--- src/logic/core_reset_debug_pkg.sv ---
// Shared constants and types for the core reset and debug-pause controller
package core_reset_debug_pkg;

  // Address width of the core's instruction side
  localparam int ADDR_W = 32;
  // Reset address read while the core is held in reset
  localparam logic [31:0] RESET_ADDR = 32'h0000_0000;
  // Break address where the debug routine starts
  localparam logic [31:0] BREAK_ADDR = 32'h0000_0020;
  // Cycles between repeated acknowledge pulses while the request holds
  localparam int ACK_PERIOD = 16;
  // Cycles between reads of the reset address while held in reset
  localparam int FETCH_PERIOD = 8;
  // Width of the in-flight instruction counter
  localparam int PIPE_CNT_W = 3;

  // Run states of the core control
  typedef enum logic [1:0] {
    ST_RUN,
    ST_DRAIN,
    ST_HELD,
    ST_PAUSED
  } core_state_e;

endpackage : core_reset_debug_pkg

--- src/logic/period_tick.sv ---
`timescale 1ns/1ps
// Free counter that pulses once every PERIOD cycles while enabled
module period_tick #(
  parameter int PERIOD = 8
) (
  input wire logic i_clk,
  input wire logic i_reset_n,
  input wire logic i_ce,
  input wire logic i_run,
  output logic o_tick
);

  localparam int CW = $clog2(PERIOD + 1);
  localparam logic [CW-1:0] LAST = CW'(PERIOD - 1);

  // Cycle count since the last tick
  logic [CW-1:0] count_reg;

  initial begin
    if (PERIOD < 2) $error("period_tick: PERIOD must be at least 2");
  end

  // Restart from zero whenever not running, so the first tick is a full period away
  always_ff @(posedge i_clk) begin
    if (!i_reset_n) begin
      count_reg <= '0;
    end else if (i_ce) begin
      if (!i_run || count_reg == LAST) begin
        count_reg <= '0;
      end else begin
        count_reg <= count_reg + CW'(1);
      end
    end
  end

  // Tick on the last count of the period
  assign o_tick = i_run && (count_reg == LAST);

endmodule : period_tick

--- src/logic/pipe_tracker.sv ---
`timescale 1ns/1ps
// Counts instructions in flight: issued minus retired
module pipe_tracker #(
  parameter int CNT_W = 3
) (
  input wire logic i_clk,
  input wire logic i_reset_n,
  input wire logic i_ce,
  input wire logic i_issue,
  input wire logic i_retire,
  output logic o_empty
);

  // Instructions issued and not yet retired
  logic [CNT_W-1:0] inflight_reg;

  initial begin
    if (CNT_W < 1) $error("pipe_tracker: CNT_W must be at least 1");
  end

  // Saturating up/down count; simultaneous issue and retire cancel
  always_ff @(posedge i_clk) begin
    if (!i_reset_n) begin
      inflight_reg <= '0;
    end else if (i_ce) begin
      if (i_issue && !i_retire && inflight_reg != '1) begin
        inflight_reg <= inflight_reg + CNT_W'(1);
      end else if (i_retire && !i_issue && inflight_reg != '0) begin
        inflight_reg <= inflight_reg - CNT_W'(1);
      end
    end
  end

  assign o_empty = (inflight_reg == '0);

endmodule : pipe_tracker

--- src/logic/core_reset_debug.sv ---
`timescale 1ns/1ps
// Reset, local reset request and debug pause control of the processor core
module core_reset_debug
  import core_reset_debug_pkg::*;
#(
  parameter int ACK_GAP = core_reset_debug_pkg::ACK_PERIOD,
  parameter int FETCH_GAP = core_reset_debug_pkg::FETCH_PERIOD,
  parameter int INFLIGHT_W = core_reset_debug_pkg::PIPE_CNT_W
) (
  input wire logic I_CLK,
  input wire logic I_RESET_N,
  input wire logic I_CE,
  input wire logic I_RESET_REQ,
  input wire logic I_DEBUG_REQ,
  input wire logic I_DEBUG_RELEASE,
  input wire logic I_DEBUG_STEP,
  input wire logic I_ISSUE,
  input wire logic I_RETIRE,
  output logic O_RESET_TAKEN,
  output logic O_DEBUG_ACK,
  output logic O_CORE_HELD,
  output logic O_ISSUE_EN,
  output logic O_REDIRECT,
  output logic [core_reset_debug_pkg::ADDR_W-1:0] O_REDIRECT_ADDR,
  output logic O_FETCH,
  output logic [core_reset_debug_pkg::ADDR_W-1:0] O_FETCH_ADDR,
  output logic O_FETCH_DISCARD
);

  import core_reset_debug_pkg::*;

  initial begin
    if (ACK_GAP < 2) $error("core_reset_debug: ACK_GAP must be at least 2");
    if (FETCH_GAP < 2) $error("core_reset_debug: FETCH_GAP must be at least 2");
  end

  // Control state
  core_state_e state_reg;
  core_state_e state_next;
  // Pipeline drained of issued instructions
  logic pipe_empty;
  // Periodic strobes for acknowledge repeats and reset-address reads
  logic ack_tick;
  logic fetch_tick;
  // One step lets the core run one cycle out of pause
  logic step_reg;
  // Acknowledge, redirect and reset-address read registers
  logic taken_reg;
  logic dbg_ack_reg;
  logic redirect_reg;
  logic [ADDR_W-1:0] redirect_addr_reg;
  logic fetch_reg;
  // Request is visible to the controller only outside pause
  logic req_live;

  // Debug control owns the core while paused, so the request is masked
  assign req_live = I_RESET_REQ && (state_reg != ST_PAUSED);

  // In-flight count lets a local reset wait for completion
  pipe_tracker #(
    .CNT_W(INFLIGHT_W)
  ) u_pipe (
    .i_clk(I_CLK),
    .i_reset_n(I_RESET_N),
    .i_ce(I_CE),
    .i_issue(I_ISSUE && O_ISSUE_EN),
    .i_retire(I_RETIRE),
    .o_empty(pipe_empty)
  );

  // Acknowledge repeat timer runs only while held with the request up
  period_tick #(
    .PERIOD(ACK_GAP)
  ) u_ack_tick (
    .i_clk(I_CLK),
    .i_reset_n(I_RESET_N),
    .i_ce(I_CE),
    .i_run(state_reg == ST_HELD && I_RESET_REQ),
    .o_tick(ack_tick)
  );

  // Reset-address read timer runs while held
  period_tick #(
    .PERIOD(FETCH_GAP)
  ) u_fetch_tick (
    .i_clk(I_CLK),
    .i_reset_n(I_RESET_N),
    .i_ce(I_CE),
    .i_run(state_reg == ST_HELD),
    .o_tick(fetch_tick)
  );

  // Next state; debug pause takes priority over a new local reset request in the run state
  always_comb begin
    state_next = state_reg;
    unique case (state_reg)
      ST_RUN: begin
        if (I_DEBUG_REQ) begin
          state_next = ST_PAUSED;
        end else if (req_live) begin
          state_next = ST_DRAIN;
        end
      end
      ST_DRAIN: begin
        // Issue is stopped; wait for the pipeline to empty
        if (pipe_empty) begin
          state_next = ST_HELD;
        end
      end
      ST_HELD: begin
        // Leave only when the request drops
        if (!I_RESET_REQ) begin
          state_next = ST_RUN;
        end
      end
      ST_PAUSED: begin
        // Debug request here is ignored; only release or step leaves
        if (I_DEBUG_RELEASE || I_DEBUG_STEP) begin
          state_next = ST_RUN;
        end
      end
    endcase
  end

  // State register; synchronous reset acts at the very next edge
  always_ff @(posedge I_CLK) begin
    if (!I_RESET_N) begin
      state_reg <= ST_RUN;
    end else if (I_CE) begin
      if (step_reg && state_reg == ST_RUN && !I_RESET_REQ) begin
        // Single step finished with no reset pending: pause again
        state_reg <= ST_PAUSED;
      end else begin
        state_reg <= state_next;
      end
    end
  end

  // Remember that the current run slot is a single step
  always_ff @(posedge I_CLK) begin
    if (!I_RESET_N) begin
      step_reg <= 1'b0;
    end else if (I_CE) begin
      step_reg <= (state_reg == ST_PAUSED) && I_DEBUG_STEP && !I_DEBUG_RELEASE;
    end
  end

  // Acknowledge pulse: entry into held state, then each period while request holds
  always_ff @(posedge I_CLK) begin
    if (!I_RESET_N) begin
      taken_reg <= 1'b0;
    end else if (I_CE) begin
      taken_reg <= (state_reg == ST_DRAIN && pipe_empty) || ack_tick;
    end
  end
  // Pulse lasts one clock even if the clock enable stalls afterwards
  assign O_RESET_TAKEN = taken_reg && I_CE;

  // Debug acknowledge stands for the whole pause
  always_ff @(posedge I_CLK) begin
    if (!I_RESET_N) begin
      dbg_ack_reg <= 1'b0;
    end else if (I_CE) begin
      // Follows the state register exactly, including the re-pause after a step
      dbg_ack_reg <= (state_next == ST_PAUSED) || (step_reg && state_reg == ST_RUN && !I_RESET_REQ);
    end
  end
  assign O_DEBUG_ACK = dbg_ack_reg;

  // Redirect to the break routine on a debug request while running, to reset address on leaving reset
  always_ff @(posedge I_CLK) begin
    if (!I_RESET_N) begin
      redirect_reg <= 1'b0;
      redirect_addr_reg <= '0;
    end else if (I_CE) begin
      redirect_reg <= 1'b0;
      if (state_reg == ST_RUN && I_DEBUG_REQ) begin
        redirect_reg <= 1'b1;
        redirect_addr_reg <= BREAK_ADDR;
      end else if (state_reg == ST_HELD && !I_RESET_REQ) begin
        redirect_reg <= 1'b1;
        redirect_addr_reg <= RESET_ADDR;
      end
    end
  end
  assign O_REDIRECT = redirect_reg;
  assign O_REDIRECT_ADDR = redirect_addr_reg;

  // Dummy reads of the reset address while held; the data is thrown away
  always_ff @(posedge I_CLK) begin
    if (!I_RESET_N) begin
      fetch_reg <= 1'b0;
    end else if (I_CE) begin
      // No read is started on the edge that leaves the held state
      fetch_reg <= fetch_tick && I_RESET_REQ;
    end
  end
  assign O_FETCH = fetch_reg && I_CE;
  assign O_FETCH_ADDR = RESET_ADDR;
  assign O_FETCH_DISCARD = (state_reg == ST_HELD);

  // Only the core's own state is touched; no reset leaves this block
  assign O_CORE_HELD = (state_reg == ST_HELD) || !I_RESET_N;
  // Issue stops for drain, hold and pause
  assign O_ISSUE_EN = I_RESET_N && (state_reg == ST_RUN);

  // The requester keeps the request up until acknowledged; a drop before then
  // still holds the core for one cycle, with an acknowledge pulse, after the drain, then it runs

endmodule : core_reset_debug

--- config.mk ---
export PLATFORM = sky130hd
export DESIGN_NAME = core_reset_debug
export DESIGN_NICKNAME = d
export VERILOG_FILES = /design/src/logic/core_reset_debug_pkg.sv /design/src/logic/period_tick.sv /design/src/logic/pipe_tracker.sv /design/src/logic/core_reset_debug.sv
export SDC_FILE = /design/constraint.sdc
export NUM_CORES = 1
export LEC_CHECK = 0
export BUFFER_PORTS_ARGS = -buffer_cell sky130_fd_sc_hd__buf_2
export CELL_PAD_IN_SITES_DETAIL_PLACEMENT = 0
export CELL_PAD_IN_SITES_GLOBAL_PLACEMENT = 2
export CORE_MARGIN = 2
export CORE_UTILIZATION = 27
export CTS_CLUSTER_SIZE = 24
export DETAILED_ROUTE_END_ITERATION = 8
export PLACE_DENSITY = 0.94
export SYNTH_ARGS = -nofsm -noshare
export SYNTH_HDL_FRONTEND = slang
export SYNTH_HIERARCHICAL = 1
export SYNTH_SLANG_ARGS = --single-unit
--- constraint.sdc ---
create_clock -name I_CLK -period 5.6 [get_ports I_CLK]
set_input_delay 1.12 -clock I_CLK [delete_from_list [all_inputs] [get_ports I_CLK]]
set_output_delay 1.12 -clock I_CLK [all_outputs]
set_load 0.02 [all_outputs]
==> metrics.txt, run 1 <==
Reg clk slew, reported paths 0.07 ns; CP required 4.48 ns; P per Cell Area approximately 250 mW/mm2; register area share after synthesis about 25%; Yosys Warn Count 6; Root Buffer clkbuf_8; Placed Instances 269; Initial Utilization 27.7%; Fin Clk Skew 0.00812 ns; FILL cells approximately 650; post-synth cell types 45; utilization after layout between 20% and 30%; diode count 0; max-cap viol count 0; final-report setup violation count 0; Crit path max-delay family buffers and inverters; sum of buffers and inverters on the critical path 2; Synth area leader buf_4; fin crit period 3.12 ns; origin of the critical flop-to-flop path state_reg[0]; FF+latch count, synth 20; part of the power in registers 40.2%; dpl hpwl ~1800 um; Sw Share about a third; critical path arrival 2.00 ns; num rows 28; Layout area overhead -2.76%; syn_area_per_cell just under 9 um2; Static Leak between 0.7 and 0.8 nW; initial antenna violation count 0; CTS max path bufs 2; CTS hold repair buffers 0; Post-synth ARST share 0%; Pint 0.267 mW; max incr delay on CP 0.49 ns; synthesized area roughly 0.0016 mm2; initial drt markers 38; CTS tree done; most common cell after layout, fill and taps aside conb_1; IO Port Bufs 16; max-slew violations 0; Fin Hold WS around 0.47 ns; register area between 400 and 500 um2; grt ovf 0; final setup TNS 0 ns; Detailed Route WL 2390 um; status completed; top cell type's share of synthesized area between 20% and 30%; slowest CP cell buf_2; Switch Pwr about 0.13 mW; Worst VDD drop between 100 and 150 uV; Cells after Synth 185; detailed-route DRC error count 0; later-pin clock latency in the skew report roughly 0.26 ns; worst reg-to-reg setup slack between 3 and 4 ns; first-pass GRT wire length 3420 um; final setup margin 2.48 ns; Critical Path Most Common Cell buf_2; Synth Flop Type dfxtp_1; Overall Global Routing Usage between 6 and 7%; commonest cells after routing, fill and taps aside conb_1 (63), dfxtp_1 (20), buf_2 (16), nand2_1 (9), nor2_1 (9); total number of vias between 1k and 1.5k; Clock power frac approximately 36%; Worst Setup End Kind output pin; WL/cell 8.74 um; EDFF count, synth 0; Rel. slew slack 58.4%; Setup CP Type primary input to output pin; Synth area leaders buf_4 (29%), dfxtp_1 (25%), mux2i_1 (3.7%); Die Ht 81.7 um; Placer Congestion a little under 0.7; DR pass1 iterations 4; core area slightly below 0.006 mm2; CTS H-tree depth 1; post-CTS sizing 0; CTS sink cnt 20; footprint of the multi-input gates slightly above 900 um2; non-filler cells, final around 270; Final Hold Fails 0; num ports 80; Setup crit start kind primary input; critical-path cell list buf_2 > and2_1 > buf_2; Slew @ Worst Pin between 0.6 and 0.7 ns; Num CTS Buffers 3; RSZ-0062 raised after global routing false; die span in x about 80 um; post-route ant nets 0; drt via density 3.85; Hold Crit Start O_REDIRECT_ADDR[5]; final net count 212; crit share post-route between 50% and 60%; worst slack at placement roughly 2.5 ns; Setup Buffers After CTS 0; die area roughly 0.0067 mm2; Max Clk Rate ~320 MHz; worst hold path class flop to flop; Crit Path Max Fanout 33; largest net degree at the start of global routing 34; critical path startpoint I_CE; max reg flops 5; Comb pwr share approximately a quarter; layout cell share with drive strength beyond 1 between 10% and 20%; vias in the first global route between 700 and 800
cells in the mapped netlist (3+ instances only):
cell,number
inv_1,4
buf_4,64
xor2_1,3
nor2_1,9
nand2b_1,5
ha_1,3
nand2_1,9
a31oi_1,5
o21ai_0,5
mux2i_1,6
o31ai_1,3
buf_6,3
nand3_1,3
dfxtp_1,20
and2_1,5
power groups by stage:
| stage | Combinational (mW) | Clock [mW] | Sequential (mW) |
|---|---|---|---|
| 6_report | 0.0918 | 0.143 | 0.158 |
| 5_1_grt | 0.101 | 0.152 | 0.159 |
| 4_1_cts | 0.0916 | 0.147 | 0.158 |
| 3_5_place_dp | 0.0913 | 0 | 0.161 |
| 3_3_place_gp | 0.0905 | 0 | 0.161 |
| 2_1_floorplan | 0.113 | 0 | 0.159 |
kinds of logic after synthesis:
group,synth area share [%]
buffers and inverters,33.2
and+or+nand+nor,20.3
AOI/OAI and AO/OA,11.8
DFF,24.5
muxes,3.68
xor gates and xnor gates,2.68
adders and majority gates,3.53
other,0.230
metal layers:
metal  vias to the layer above  share of wire [%]  GRT usage, %  wire length, um
met3                         0                9.6          2.97              228
met1                       480                 45          8.13             1070
met2                        49                 46          10.6             1090
met5                         -                  0             0                0
met4                         0                  0          1.50                0
li1                        521                  -             -                -
worst register-to-register path, cell delays in order (launching register included):
cell	delay [ns]
dfxtp_1	0.41
nor2_1	0.33
and3_1	0.28
nand2_1	0.09
fa_1	0.40
o31ai_1	0.34
mux2i_1	0.21
worst paths after layout:
| path | endpoint | cells after the start |
|---|---|---|
| worst max-delay path | O_FETCH | 3 |
| worst min-delay path | O_REDIRECT_ADDR[5] | 2 |
| worst max register to register | u_pipe/inflight_reg[2] | 6 |
| worst min register to register | O_REDIRECT_ADDR[5] | 2 |
through the flow:
stage,cell area [um2],total power [mW]
global placement,1520,0.252
finish,1590,0.393
detailed placement,1520,0.253
CTS,1590,0.397
floorplan,1860,0.273
global route,1590,0.413
cell type report:
cell class / instances / share of cell area (%)
clock buffers: 3 / 2.60
clock inverters: 1 / 1.89
inverters: 5 / 1.18
multi-input cells: 153 / 58.1
flip-flops and latches: 20 / 25.2
well taps: 75 / 5.91
repair buffers: 16 / 5.05
(Power assumes the default switching activity.)
==> run 2: changes to the inputs <==
--- a/config.mk
+++ b/config.mk
@@ -9,10 +9,10 @@
 export CELL_PAD_IN_SITES_DETAIL_PLACEMENT = 0
 export CELL_PAD_IN_SITES_GLOBAL_PLACEMENT = 2
 export CORE_MARGIN = 2
-export CORE_UTILIZATION = 27
+export CORE_UTILIZATION = 23
 export CTS_CLUSTER_SIZE = 24
 export DETAILED_ROUTE_END_ITERATION = 8
-export PLACE_DENSITY = 0.94
+export PLACE_DENSITY = 0.86
 export SYNTH_ARGS = -nofsm -noshare
 export SYNTH_HDL_FRONTEND = slang
 export SYNTH_HIERARCHICAL = 1
==> constraint.sdc (replaced) <==
create_clock -name I_CLK -period 2.7 [get_ports I_CLK]
set_input_delay 0.54 -clock I_CLK [delete_from_list [all_inputs] [get_ports I_CLK]]
set_output_delay 0.54 -clock I_CLK [all_outputs]
set_load 0.02 [all_outputs]
==> run 2 against run 1 <==
- combinational power increased by 110%
- clock skew fell by 0.0027 ns
- via count down 0.95%
- sequential power increased by 110%
- sequential cell count is the same
- register-to-register slack worse by 2.8 ns
- non-clock buffer count rose by 2
- critical path depth is 3 higher
- die area increased by 17%
- global-route usage is 0.32 points lower
- power is 92% higher
- core utilization shrank 3.4 points
- critical path type is now flop to flop
- highest routed layer is now met4
==> metrics.txt, run 2 (synthesis gave the netlist of run 1 again) <==
drt via density 3.51; total number of vias 1040; WL/cell 8.29 um; Root Buffer clkbuf_8; Reg clk slew, reported paths 0.08 ns; Die Ht around 88 um; Setup Buffers After CTS 0; Layout area overhead -1.23%; Setup crit start kind flop; final setup TNS 0 ns; final net count between 200 and 250; Initial Utilization between 20% and 30%; later-pin clock latency in the skew report roughly 0.26 ns; IO Port Bufs 16; final-report setup violation count 0; Worst Setup End Kind flop; Static Leak ~0.75 nW; critical path arrival 2.24 ns; CTS sink cnt 20; RSZ-0062 raised after global routing false; crit share post-route around three quarters; core area 0.00683 mm2; post-route ant nets 0; CTS max path bufs 2; num ports 80; Overall Global Routing Usage about 6.3%; Fin Hold WS ~0.47 ns; die area between 0.007 and 0.008 mm2; Worst VDD drop about 140 uV; diode count 0; max-cap viol count 0; CP required slightly below 3 ns; Cells on Worst Hold Path 2; worst hold path class flop to flop; fin crit period 2.05 ns; initial antenna violation count 0; dpl hpwl around 1900 um; Placed Instances 292; initial drt markers 48; CTS tree done; Max Clk Rate slightly below 500 MHz; CTS hold repair buffers 0; most common cell after layout, fill and taps aside conb_1; Fin Clk Skew between 0.005 and 0.006 ns; P per Cell Area ~470 mW/mm2; Detailed Route WL about 2500 um; CTS H-tree depth 1; largest net degree at the start of global routing 20; post-CTS sizing 0; detailed-route DRC error count 0; DR pass1 iterations 4; grt ovf 0; non-filler cells, final slightly below 300; max reg flops 5; Placer Congestion 0.789; Setup CP Type flop to flop; commonest cells after routing, fill and taps aside conb_1 (63), dfxtp_1 (20), buf_2 (16), nand2_1 (9), nor2_1 (9); Num CTS Buffers 3; Final Hold Fails 0; R2R cell count 6; max-slew violations 0; Crit Path Max Fanout 10; vias in the first global route 884; status completed; first-pass GRT wire length approximately 3900 um; die span in x between 80 and 90 um; layout cell share with drive strength beyond 1 between 15 and 20%; num rows 30
-- run 2: cell count changes in the layout (fill, tap and decap cells not counted) --
| cell | delta |
|---|---|
| bufinv_16 | -1 |
| clkbuf_8 | +1 |
| buf_4 | +2 |
-- run 2: final cells by class --
type | instances | area, um2
fillers | 759 | 5220
flip-flops and latches | 20 | 400
inverters | 5 | 18.8
multi-input cells | 153 | 922
clock buffers | 4 | 55.1
well taps | 96 | 120
repair buffers | 18 | 95.1
-- run 2: path summary, 6_finish.rpt --
path	startpoint	to	slack (ns)
hold reg to reg	O_REDIRECT_ADDR[5]	O_REDIRECT_ADDR[5]	0.47
hold / removal	O_REDIRECT_ADDR[5]	O_REDIRECT_ADDR[5]	0.47
setup / recovery	state_reg[0]	u_pipe/inflight_reg[2]	0.65
setup reg to reg	state_reg[0]	u_pipe/inflight_reg[2]	0.65
-- run 2: report_power, final --
| part | total (mW) | internal (mW) | switching, mW |
|---|---|---|---|
| clock network | 0.234 | 0.130 | 0.104 |
| logic | 0.193 | 0.0489 | 0.144 |
| registers | 0.328 | 0.309 | 0.0189 |
-- run 2: worst max-delay path: stages (launching register included) --
cell and delay [ns]:
dfxtp_1 0.42, nor2_1 0.30, and3_1 0.27, nand2_1 0.08
fa_1 0.39, o31ai_1 0.30, mux2i_1 0.21
-- run 2: per-layer routing --
layer  GRT usage (%)  up-vias  share of wire, %  routed length (um)
met5               0        -                 0                   0
met3           0.933        4               7.7                 190
met4            3.72        0               1.6                  40
li1                -      519                 -                   -
met2            11.2       48                48                1190
met1            7.07      469                42                1040
-- run 2: through the flow --
| stage | total power, mW | area, um2 | setup WS (ns) | utilization (%) |
|---|---|---|---|---|
| after floorplan | 0.566 | 1860 | 0.737 | - |
| after global placement | 0.527 | 1560 | 0.734 | 22.8 |
| after detailed placement | 0.527 | 1560 | 0.688 | 22.8 |
| after CTS | 0.766 | 1610 | 0.654 | 23.6 |
| after global routing | 0.802 | 1610 | 0.452 | 23.6 |
| final | 0.755 | 1610 | 0.654 | 23.6 |
==> run 3: changes to the inputs <==
==> constraint.sdc (replaced) <==
create_clock -name I_CLK -period 1.7 [get_ports I_CLK]
set_input_delay 0.34 -clock I_CLK [delete_from_list [all_inputs] [get_ports I_CLK]]
set_output_delay 0.34 -clock I_CLK [all_outputs]
set_load 0.02 [all_outputs]
==> run 3 against run 2 <==
- register-to-register slack got worse by 0.59 ns
- clock power rose by 110%
- largest cell class unchanged
- critical endpoint unchanged
- final area rose by 7.4%
- wire length rose by 6.4%
- sequential power rose by 55%
==> metrics.txt, run 3 (synthesis gave the netlist of run 1 again) <==
die area 0.00778 mm2; Setup crit start kind flop; Max Clk Rate 610 MHz; num rows 30; CTS sink cnt 20; IO Port Bufs 16; Num CTS Buffers 3; initial drt markers 41; Static Leak roughly 0.8 nW; CP required 1.90 ns; Overall Global Routing Usage approximately 6.2%; Setup CP Type flop to flop; R2R cell count 6; max-slew violations 0; total number of vias 1068; initial antenna violation count 0; worst hold path class primary input to flop; non-filler cells, final 304; most common cell after layout, fill and taps aside conb_1; post-route ant nets 0; Detailed Route WL 2610 um; Placed Instances ~300; CTS tree done; FILL cells roughly 770; core area roughly 0.0068 mm2; dpl hpwl around 1900 um; P per Cell Area 782 mW/mm2; Worst Setup End Kind flop; vias in the first global route 889; Cells on Worst Hold Path 3; diode count 0; status completed; CTS max path bufs 2; num ports 80; Layout area overhead 6.06%; commonest cells after routing, fill and taps aside conb_1 (63), dfxtp_1 (19), buf_2 (16), buf_4 (9); RR Endpoint u_pipe/inflight_reg[2]; Reg clk slew, reported paths around 0.080 ns; final-report setup violation count 0; WL/cell ~8.6 um; Placer Congestion 0.819; origin of the critical flop-to-flop path state_reg[0]; final setup margin 0.0599 ns; layout cell share with drive strength beyond 1 approximately 25%; Hold Crit Start I_DEBUG_STEP; DR pass1 iterations 4; final net count roughly 220; Final Hold Fails 0; fin crit period approximately 1.6 ns; Root Buffer clkbuf_8; Initial Utilization between 20% and 30%; worst reg-to-reg setup slack ~0.06 ns; max-cap viol count 0; largest net degree at the start of global routing 22; CTS H-tree depth 1; first-pass GRT wire length between 3000 and 4000 um; drt via density ~3.5; detailed-route DRC error count 0; critical path arrival between 1.5 and 2 ns; die span in x between 80 and 90 um; Fin Clk Skew ~0.0021 ns; grt ovf 0; later-pin clock latency in the skew report 0.26 ns; max reg flops 5; CTS hold repair buffers 0; Crit Path Max Fanout 4; Die Ht between 80 and 90 um; Worst Hold End step_reg; crit share post-route a little over nine tenths; Worst VDD drop between 200 and 300 uV; worst slack at placement approximately 0.08 ns
==> run 3: cell types whose count changed in the layout (fill, tap and decap cells not counted), sizes merged <==
| cell | before | now |
|---|---|---|
| bufinv | 0 | 1 |
| buf | 18 | 26 |
| clkbuf | 4 | 3 |
==> run 3: stage by stage <==
step	total power, mW	cell area [um2]	TNS, ns	util (%)	hold WS, ns
floorplan	0.908	1880	0	-	0.444
global placement	0.866	1630	0	23.8	0.450
detailed placement	0.868	1630	0	23.8	0.461
CTS	1.36	1700	0	24.9	0.364
global route	1.41	1730	-0.000673	25.3	0.391
finish	1.35	1730	0	25.3	0.361
==> run 3: worst max path at each step <==
stage | endpoint | slack, ns | from
floorplan | u_pipe/inflight_reg[2] | 0.05 | state_reg[0]
global placement | u_pipe/inflight_reg[2] | 0.13 | I_RETIRE
detailed placement | u_pipe/inflight_reg[2] | 0.08 | I_RETIRE
CTS | O_CORE_HELD | 0.04 | state_reg[0]
global route | u_pipe/inflight_reg[2] | -0.0007 | state_reg[0]
finish | u_pipe/inflight_reg[2] | 0.06 | state_reg[0]
==> run 3: what timing repair did <==
item / 4_1_cts / 5_1_grt
buffers inserted: 0 / 1
setup endpoints to repair: 0 / 2
gates resized for setup: 0 / 6
==> run 3: layout make-up <==
cell class                      instances  area, um2  area share [%]
Clock inverter                          1       30.0            1.74
Timing Repair Buffer                   26        159            9.18
Sequential cell                        20        402            23.2
Inverter                                5       18.8            1.08
Clock buffer                            3       41.3            2.39
Tap cell                               96        120            6.94
Multi-Input combinational cell        153        960            55.5
==> run 3: layer usage <==
layer | track usage [%] | part of all wire, % | vias to the layer above
met5 | 0 | 0 | -
met4 | 3.72 | 2.0 | 0
met3 | 0.840 | 7.1 | 4
met2 | 10.7 | 46 | 45
met1 | 7.45 | 45 | 482
li1 | - | - | 537
==> run 3: report_power, final <==
group	switching [mW]	internal, mW
combinational	0.256	0.106
sequential	0.0191	0.491
clock	0.167	0.314
==> run 3: critical path: stages, from the launching register on <==
cell and delay [ns]:
dfxtp_2 0.34, nor2_4 0.11, and3_4 0.20, nand2_2 0.06, fa_2 0.39, o31ai_4 0.27
mux2i_1 0.20
